===== src/verilog/ddr_port_pkg.sv =====
/*
  shared constants of the dual ddr converter input port: lane and sample
  widths, half-word positions, buffer depth and reset codes.
  assumes the port and the lane capture import the whole package; sample_fifo takes its widths as parameters.
*/
package ddr_port_pkg;

  localparam int          LANE_W       = 7;
  localparam int          SAMPLE_W     = 14;
  localparam int          HI_LSB       = 7;
  localparam int          HI_MSB       = 13;
  localparam int          LO_MSB       = 6;
  localparam int          CHANNELS     = 2;
  localparam int          FIFO_DEPTH   = 16;
  localparam logic [13:0] ZERO_CODE    = 14'h0000;
  localparam logic [6:0]  ZERO_HALF    = 7'h00;
  // link clock is 320 ns, ref clock 40 ns: a half period is this many ref cycles
  localparam int          LINK_HALF_NS = 160;
  localparam int          REF_NS       = 40;
  localparam int          HALF_CYCLES  = LINK_HALF_NS / REF_NS;

endpackage : ddr_port_pkg


===== src/verilog/dual_ddr_dac_input_port.sv =====
/*
  receive side of a dual 14-bit converter in dual-bus mode: two ddr lane
  receivers, a sample buffer per channel, the transmit gate and sleep
  handling, the inverted-sense code to the current cells and the serial
  output pin enables.
  assumes the pins arrive asynchronously and the converter pulls samples
  through i_chan_x_sample_ready on i_ref_clk.
*/
`timescale 1ns/1ps
module dual_ddr_dac_input_port
  import ddr_port_pkg::*;
#(
  parameter int DEPTH = FIFO_DEPTH
)(
  input  wire logic                i_ref_clk,
  input  wire logic                i_rst,
  input  wire logic                i_chan_a_data_clock,
  input  wire logic [LANE_W-1:0]   i_chan_a_lanes,
  input  wire logic                i_chan_b_data_clock,
  input  wire logic [LANE_W-1:0]   i_chan_b_lanes,
  input  wire logic                i_bus_reverse,
  input  wire logic                i_transmit_gate,
  input  wire logic                i_sleep,
  input  wire logic                i_chan_a_sample_ready,
  input  wire logic                i_chan_b_sample_ready,
  output logic [SAMPLE_W-1:0]      o_chan_a_code,
  output logic [SAMPLE_W-1:0]      o_chan_b_code,
  output logic [SAMPLE_W-1:0]      o_chan_a_positive_current_out,
  output logic [SAMPLE_W-1:0]      o_chan_b_positive_current_out,
  output logic                     o_chan_a_overrun,
  output logic                     o_chan_b_overrun,
  output logic                     o_sleep_state,
  output logic                     o_datapath_active,
  input  wire logic                i_four_wire_serial_select,
  input  wire logic                i_serial_read_active,
  input  wire logic                i_serial_read_bit,
  output logic                     o_serial_out_pin,
  output logic                     o_serial_out_pin_oe,
  input  wire logic                i_sdio_in,
  output logic                     o_sdio_out,
  output logic                     o_sdio_oe,
  output logic                     o_serial_in_bit
);

  logic                 gate_s1_q;
  logic                 gate_s2_q;
  logic                 sleep_s1_q;
  logic                 sleep_s2_q;
  logic                 sdio_s1_q;
  logic                 sdio_s2_q;
  logic                 active_w;

  logic [CHANNELS-1:0]  data_clock_w;
  logic [LANE_W-1:0]    lanes_w     [CHANNELS];
  logic [CHANNELS-1:0]  cap_valid_w;
  logic [SAMPLE_W-1:0]  cap_sample_w [CHANNELS];
  logic [CHANNELS-1:0]  fifo_in_ready_w;
  logic [CHANNELS-1:0]  fifo_out_valid_w;
  logic [SAMPLE_W-1:0]  fifo_out_data_w [CHANNELS];
  logic [CHANNELS-1:0]  sample_ready_w;
  logic [CHANNELS-1:0]  pop_w;
  logic [CHANNELS-1:0]  push_w;
  logic [SAMPLE_W-1:0]  code_q    [CHANNELS];
  logic [SAMPLE_W-1:0]  current_q [CHANNELS];
  logic [CHANNELS-1:0]  overrun_q;

  // pins are asynchronous to the reference clock
  always_ff @(posedge i_ref_clk or posedge i_rst)
  begin
    if (i_rst)
    begin
      gate_s1_q  <= 1'b0;
      gate_s2_q  <= 1'b0;
      sleep_s1_q <= 1'b0;
      sleep_s2_q <= 1'b0;
      sdio_s1_q  <= 1'b0;
      sdio_s2_q  <= 1'b0;
    end
    else
    begin
      gate_s1_q  <= i_transmit_gate;
      gate_s2_q  <= gate_s1_q;
      sleep_s1_q <= i_sleep;
      sleep_s2_q <= sleep_s1_q;
      sdio_s1_q  <= i_sdio_in;
      sdio_s2_q  <= sdio_s1_q;
    end
  end

  // sleeping also stops the datapath: a sleeping converter takes no samples
  assign active_w = gate_s2_q & ~sleep_s2_q;

  always_ff @(posedge i_ref_clk or posedge i_rst)
  begin
    if (i_rst)
    begin
      o_sleep_state     <= 1'b0;
      o_datapath_active <= 1'b0;
    end
    else
    begin
      o_sleep_state     <= sleep_s2_q;
      o_datapath_active <= active_w;
    end
  end

  assign data_clock_w   = {i_chan_b_data_clock, i_chan_a_data_clock};
  assign lanes_w[0]     = i_chan_a_lanes;
  assign lanes_w[1]     = i_chan_b_lanes;
  assign sample_ready_w = {i_chan_b_sample_ready, i_chan_a_sample_ready};

  genvar ch;
  generate
    for (ch = 0; ch < CHANNELS; ch++)
    begin : g_chan
      // each channel has its own capture, so the two data clocks never meet
      ddr_lane_capture #(
        .LW (LANE_W)
      ) u_capture (
        .i_ref_clk     (i_ref_clk),
        .i_rst         (i_rst),
        .i_data_clock  (data_clock_w[ch]),
        .i_lanes       (lanes_w[ch]),
        .i_bus_reverse (i_bus_reverse),
        .i_enable      (active_w),
        .o_valid       (cap_valid_w[ch]),
        .o_sample      (cap_sample_w[ch])
      );

      assign push_w[ch] = cap_valid_w[ch] & fifo_in_ready_w[ch] & active_w;
      assign pop_w[ch]  = fifo_out_valid_w[ch] & sample_ready_w[ch] & active_w;

      // the link cannot be stalled, so a full buffer drops the sample and says so
      sample_fifo #(
        .W     (SAMPLE_W),
        .DEPTH (DEPTH)
      ) u_fifo (
        .i_ref_clk   (i_ref_clk),
        .i_rst       (i_rst),
        .i_flush     (~active_w),
        .i_in_valid  (push_w[ch]),
        .o_in_ready  (fifo_in_ready_w[ch]),
        .i_in_data   (cap_sample_w[ch]),
        .o_out_valid (fifo_out_valid_w[ch]),
        .i_out_ready (sample_ready_w[ch] & active_w),
        .o_out_data  (fifo_out_data_w[ch])
      );

      always_ff @(posedge i_ref_clk or posedge i_rst)
      begin
        if (i_rst)
        begin
          code_q[ch]    <= ZERO_CODE;
          current_q[ch] <= ~ZERO_CODE;
          overrun_q[ch] <= 1'b0;
        end
        else
        begin
          overrun_q[ch] <= cap_valid_w[ch] & active_w & ~fifo_in_ready_w[ch];
          if (!active_w)
          begin
            code_q[ch]    <= ZERO_CODE;
            current_q[ch] <= ~ZERO_CODE;
          end
          else if (pop_w[ch])
          begin
            code_q[ch]    <= fifo_out_data_w[ch];
            current_q[ch] <= ~fifo_out_data_w[ch];
          end
        end
      end
    end
  endgenerate

  assign o_chan_a_code                 = code_q[0];
  assign o_chan_b_code                 = code_q[1];
  assign o_chan_a_positive_current_out = current_q[0];
  assign o_chan_b_positive_current_out = current_q[1];
  assign o_chan_a_overrun              = overrun_q[0];
  assign o_chan_b_overrun              = overrun_q[1];

  // serial pins: the enables are combinational so the pin turns with the mode bit
  assign o_serial_out_pin    = i_serial_read_bit;
  assign o_serial_out_pin_oe = i_four_wire_serial_select & i_serial_read_active;
  assign o_sdio_out          = i_serial_read_bit;
  assign o_sdio_oe           = ~i_four_wire_serial_select & i_serial_read_active;
  assign o_serial_in_bit     = sdio_s2_q;
endmodule : dual_ddr_dac_input_port


===== src/verilog/ddr_lane_capture.sv =====
/*
  one channel of the ddr receiver: synchronises the data clock and the
  seven lanes into the reference domain, finds both clock edges and pairs
  the rising-edge half-word with the next falling-edge one.
  assumes the data clock is much slower than i_ref_clk and data is
  centred between its edges.
*/
`timescale 1ns/1ps
module ddr_lane_capture
  import ddr_port_pkg::*;
#(
  parameter int LW = LANE_W
)(
  input  wire logic              i_ref_clk,
  input  wire logic              i_rst,
  input  wire logic              i_data_clock,
  input  wire logic [LW-1:0]     i_lanes,
  input  wire logic              i_bus_reverse,
  input  wire logic              i_enable,
  output logic                   o_valid,
  output logic [2*LW-1:0]        o_sample
);

  logic [2:0]    clk_sync_q;
  logic [LW-1:0] lanes_s1_q;
  logic [LW-1:0] lanes_s2_q;
  logic [LW-1:0] hi_q;
  logic          have_hi_q;
  logic          rise_w;
  logic          fall_w;
  logic [LW-1:0] half_w;

  function automatic logic [LW-1:0] lane_order(input logic [LW-1:0] v, input logic rev);
    logic [LW-1:0] r;
    r = v;
    if (rev)
    begin
      for (int i = 0; i < LW; i++)
        r[i] = v[LW-1-i];
    end
    return r;
  endfunction : lane_order

  always_ff @(posedge i_ref_clk or posedge i_rst)
  begin
    if (i_rst)
    begin
      clk_sync_q <= 3'h0;
      lanes_s1_q <= '0;
      lanes_s2_q <= '0;
    end
    else
    begin
      clk_sync_q <= {clk_sync_q[1:0], i_data_clock};
      lanes_s1_q <= i_lanes;
      lanes_s2_q <= lanes_s1_q;
    end
  end

  assign rise_w = clk_sync_q[1] & ~clk_sync_q[2];
  assign fall_w = ~clk_sync_q[1] & clk_sync_q[2];
  assign half_w = lane_order(lanes_s2_q, i_bus_reverse);

  // a falling edge with no rising edge before it is dropped, never paired
  always_ff @(posedge i_ref_clk or posedge i_rst)
  begin
    if (i_rst)
    begin
      hi_q      <= '0;
      have_hi_q <= 1'b0;
      o_valid   <= 1'b0;
      o_sample  <= '0;
    end
    else
    begin
      o_valid <= 1'b0;
      if (!i_enable)
        have_hi_q <= 1'b0;
      else if (rise_w)
      begin
        hi_q      <= half_w;
        have_hi_q <= 1'b1;
      end
      else if (fall_w && have_hi_q)
      begin
        o_sample  <= {hi_q, half_w};
        o_valid   <= 1'b1;
        have_hi_q <= 1'b0;
      end
    end
  end
endmodule : ddr_lane_capture


===== src/verilog/sample_fifo.sv =====
/*
  synchronous fifo with valid/ready on both sides and a flush input.
  assumes writer and reader share i_ref_clk.
*/
`timescale 1ns/1ps
module sample_fifo #(
  parameter int W     = 14,
  parameter int DEPTH = 16
)(
  input  wire logic          i_ref_clk,
  input  wire logic          i_rst,
  input  wire logic          i_flush,
  input  wire logic          i_in_valid,
  output logic               o_in_ready,
  input  wire logic [W-1:0]  i_in_data,
  output logic               o_out_valid,
  input  wire logic          i_out_ready,
  output logic [W-1:0]       o_out_data
);

  localparam int AW = $clog2(DEPTH);

  logic [W-1:0] mem [DEPTH];
  logic [AW:0]  wr_ptr_q;
  logic [AW:0]  rd_ptr_q;
  logic         push_w;
  logic         pop_w;

  assign o_in_ready  = (wr_ptr_q - rd_ptr_q) != (AW+1)'(DEPTH);
  assign o_out_valid = wr_ptr_q != rd_ptr_q;
  assign o_out_data  = mem[rd_ptr_q[AW-1:0]];
  assign push_w      = i_in_valid & o_in_ready;
  assign pop_w       = o_out_valid & i_out_ready;

  always_ff @(posedge i_ref_clk)
  begin
    if (push_w)
      mem[wr_ptr_q[AW-1:0]] <= i_in_data;
  end

  always_ff @(posedge i_ref_clk or posedge i_rst)
  begin
    if (i_rst)
    begin
      wr_ptr_q <= '0;
      rd_ptr_q <= '0;
    end
    else if (i_flush)
    begin
      wr_ptr_q <= '0;
      rd_ptr_q <= '0;
    end
    else
    begin
      if (push_w)
        wr_ptr_q <= wr_ptr_q + (AW+1)'(1);
      if (pop_w)
        rd_ptr_q <= rd_ptr_q + (AW+1)'(1);
    end
  end

endmodule : sample_fifo


===== config.mk =====
export PLATFORM = sky130hd
export DESIGN_NAME = dual_ddr_dac_input_port
export DESIGN_NICKNAME = d
export VERILOG_FILES = /design/src/verilog/ddr_port_pkg.sv /design/src/verilog/dual_ddr_dac_input_port.sv /design/src/verilog/ddr_lane_capture.sv /design/src/verilog/sample_fifo.sv
export SDC_FILE = /design/constraint.sdc
export NUM_CORES = 1
export LEC_CHECK = 0
export ABC_AREA = 1
export ABC_CLOCK_PERIOD_IN_PS = 7800
export BUFFER_PORTS_ARGS = -buffer_cell sky130_fd_sc_hd__buf_2
export CAP_MARGIN = 30
export CORE_ASPECT_RATIO = 1.5
export CORE_MARGIN = 2
export CORE_UTILIZATION = 62
export DETAILED_ROUTE_END_ITERATION = 7
export PLACE_DENSITY = 0.8
export SYNTH_ARGS = -nofsm -noshare
export SYNTH_HDL_FRONTEND = slang
export SYNTH_SLANG_ARGS = --single-unit

===== constraint.sdc =====
create_clock -name i_ref_clk -period 7.8 [get_ports i_ref_clk]
set_clock_uncertainty 0.15 [all_clocks]
set_input_delay 2.34 -clock i_ref_clk [delete_from_list [all_inputs] [get_ports i_ref_clk]]
set_output_delay 2.34 -clock i_ref_clk [all_outputs]
set_load 0.1 [all_outputs]

==> flow_summary.yaml <==
detailed_routing:
  drc: 0
  post_drt_wl_per_cell_um: 21.1
  vias_per_cell: 5.88
  first_iter_violations: 1733
  routed_wl_um: 58700
  route.vias.total: 16400
  drt_pass1_iterations: 7
  ant_nets: 0
global_route:
  grt_max_degree: 167
  overflow: 0
  grt_pass1_wl_um: 89200
  grt_use_total_pct: 28.2
  antenna_found_initial: 0
  grt_pass1_vias: 16300
clocking:
  htree_levels: 2
  ctsResizeCount: 0
  cts_buffers: 53
  cts_hold_buf: 0
  cts_buffer_depth: 3
  cts_tree: "yes"
  cts_setup_buffers: 0
  clk_latency_ns: 0.60
  numClockSinks: 614
  clk_pin_slew_ns: 0.06
  cts.root.buffer_cell: "clkbuf_16"
power:
  finalPower_mw: 6.63
  powerDensity_nw_per_um2: 239
  p_leak_nw: 10.8
  max-vdd-ir-drop_v: 0.000222
worst_setup_path:
  crit_type: "in -> out"
  worst_r2r_endpoint: "g_chan[0].u_fifo.mem[14][2]$_DFFE_PP_"
  crit_path_start_kind: "input pin"
  reg2reg_slack_ns: 2.87
  rr_startpoint: "g_chan[0].u_fifo.rd_ptr_q[2]$_DFFE_PP0P_"
  end_kind: "primary output"
  crit_path_start: "i_four_wire_serial_select"
  critPathMaxFanout: 2
  cp.required_ns: 5.31
  arrival_ns: 2.96
  r2r_cells: 9
  cp-endpoint: "o_sdio_oe"
status:
  status: "completed"
synthesis:
  synth_edf_count: 448
  async_reset_ff_share_pct: 27.0
  seq_area_frac_synth_pct: 71.4
  synth_warnings: 0
  synth-seq-cells: 614
  syn_area_per_cell_sq_um: 11.4
  synth_area_sq_um: 24700
  ys.flop_type: "edfxtp_1"
  synthesis.nets: 2219
  synth_cells: 2174
  synth.distinct_cells: 30
placement:
  dpl.hpwl_um: 37800
  dp_cells: 2675
  finalWeightedCongestion: 0.917
  pre_cts_ws_ns: 2.35
  placed_area_sq_um: 25700
  port_buffers: 88
final_layout:
  instances_no_fill: 2788
  design_area_sq_um: 27700
  final_util_pct: 70.5
  nNetsFinal: 2288
  diodes: 0
  drive_gt1_share_pct: 13.3
  areaGrowthSynthToFinish_pct: 12.1
sta:
  worst_slack_ns: 2.35
  tightest_slew_ns: 1.06
  setup_violations: 0
  rsz0062_at_grt: "false"
  max_freq_mhz: 184
  period_needed_ns: 5.45
  slew_headroom_pct: 29.1
  tns_ns: 0
  finalHoldViolCount: 0
  slew_viol_final: 0
  fin_crit_sh_pct: 69.8
  whs_ns: 0.196
die:
  dieWidth_um: 167
  start_util_pct: 62.8
  fp-row-count: 89
  coreArea_sq_um: 39300
  io_pins: 92
  die-height_um: 248
  die_area_sq_um: 41500
worst_hold_path:
  hp-class: "reg -> reg"
run:
  cap_violations: 0
-- critical path, stage by stage --
cell and delay [ns]:
buf_2 0.10, nor2_1 0.09, buf_2 0.42
-- power by group --
part	switching [mW]	internal, mW	total, mW	leakage, nW
Sequential	0.134	3.61	3.75	6.14
Clock	1.16	1.63	2.79	0.904
Combinational	0.0698	0.0260	0.0957	3.74
Total	1.37	5.26	6.63	10.8
-- synthesized netlist by cell type, types with 2 or more instances --
cell,n,share of area [%]
a21oi_1,47,0.95
buf_1,11,0.17
buf_2,46,0.93
buf_4,14,0.43
buf_6,5,0.23
clkbuf_1,43,0.65
clkinv_1,4,0.061
dfrtp_1,138,14
dfstp_2,28,3.0
edfxtp_1,448,54
ha_1,18,0.91
inv_1,111,1.7
inv_2,6,0.091
mux2_2,7,0.32
nand2_1,344,5.2
nand2_2,5,0.13
nand3_1,177,3.6
nand4_1,6,0.15
nor2_1,404,6.1
nor2_4,2,0.091
nor3_1,34,0.69
o211ai_1,28,0.85
o21ai_0,222,4.5
o21ai_1,9,0.18
o31ai_1,2,0.061
xor2_1,11,0.39
-- flip-flops by register name, summed over array words and instances (netlist names), 2 cells and up --
name,flops
g_chan.u_fifo.mem,448
g_chan.u_capture.o_sample,28
g_chan.u_capture.hi_q,14
g_chan.u_capture.lanes_s1_q,14
g_chan.u_capture.lanes_s2_q,14
o_chan_a_code,14
o_chan_a_positive_current_out,14
o_chan_b_code,14
o_chan_b_positive_current_out,14
g_chan.u_fifo.rd_ptr_q,10
g_chan.u_fifo.wr_ptr_q,10
g_chan.u_capture.clk_sync_q,6
g_chan.u_capture.have_hi_q,2
g_chan.u_capture.o_valid,2
-- metal layers --
metal	vias to the layer above	global-route usage, %	share of wire, %
li1	7547	-	-
met1	7875	31.5	33
met2	744	50.3	53
met3	227	2.98	5.7
met4	0	19.7	8.1
met5	-	0	0
-- placed cells by master, fill, tap and decap left out, types with 9 or more instances in the layout --
cell / netlist / routed
nand3_1: 177 / 177
buf_2: 46 / 88
clkbuf_1: 43 / 11
buf_6: 5 / 26
clkbuf_16: 0 / 55
bufinv_16: 0 / 9
nand2_1: 344 / 344
dfstp_2: 28 / 28
inv_1: 111 / 110
o211ai_1: 28 / 28
o21ai_0: 222 / 222
clkinv_2: 0 / 10
edfxtp_1: 448 / 448
o21ai_1: 9 / 9
ha_1: 18 / 18
nor2_1: 404 / 403
nor3_2: 1 / 31
dfrtp_1: 138 / 136
xor2_1: 11 / 11
buf_4: 14 / 15
a21oi_1: 47 / 47
-- cells by family after synthesis --
logic type	synth area share, %
AOI/OAI and AO/OA	6.58
xor gates and xnor gates	0.390
adders and majority gates	0.912
buffers and inverters	4.24
DFF	71.4
muxes	0.319
and+or+nand+nor	16.1
-- how the worst min path moves through the flow --
stage | cells past startpoint | endpoint | slack, ns | from
6_report | 0 | g_chan[0].u_capture.lanes_s2_q[1]$_DFF_PP0_ | 0.20 | g_chan[0].u_capture.lanes_s1_q[1]$_DFF_PP0_
3_5_place_dp | 0 | g_chan[0].u_capture.lanes_s2_q[1]$_DFF_PP0_ | 0.19 | g_chan[0].u_capture.lanes_s1_q[1]$_DFF_PP0_
2_1_floorplan | 0 | g_chan[0].u_capture.clk_sync_q[1]$_DFF_PP0_ | 0.18 | g_chan[0].u_capture.clk_sync_q[0]$_DFF_PP0_
5_1_grt | 0 | sleep_s2_q$_DFF_PP0_ | 0.21 | sleep_s1_q$_DFF_PP0_
3_3_place_gp | 0 | g_chan[0].u_capture.lanes_s2_q[1]$_DFF_PP0_ | 0.18 | g_chan[0].u_capture.lanes_s1_q[1]$_DFF_PP0_
4_1_cts | 0 | gate_s2_q$_DFF_PP0_ | 0.20 | gate_s1_q$_DFF_PP0_
-- cell type report --
cell class | instances | area (sq um)
clock buffers | 69 | 1460
clock inverters | 31 | 417
fillers | 2615 | 11600
inverters | 121 | 459
multi-input cells | 1320 | 6160
flip-flops and latches | 614 | 17600
well taps | 500 | 626
repair buffers | 133 | 922
No activity file was read; power rests on OpenSTA's default activity.
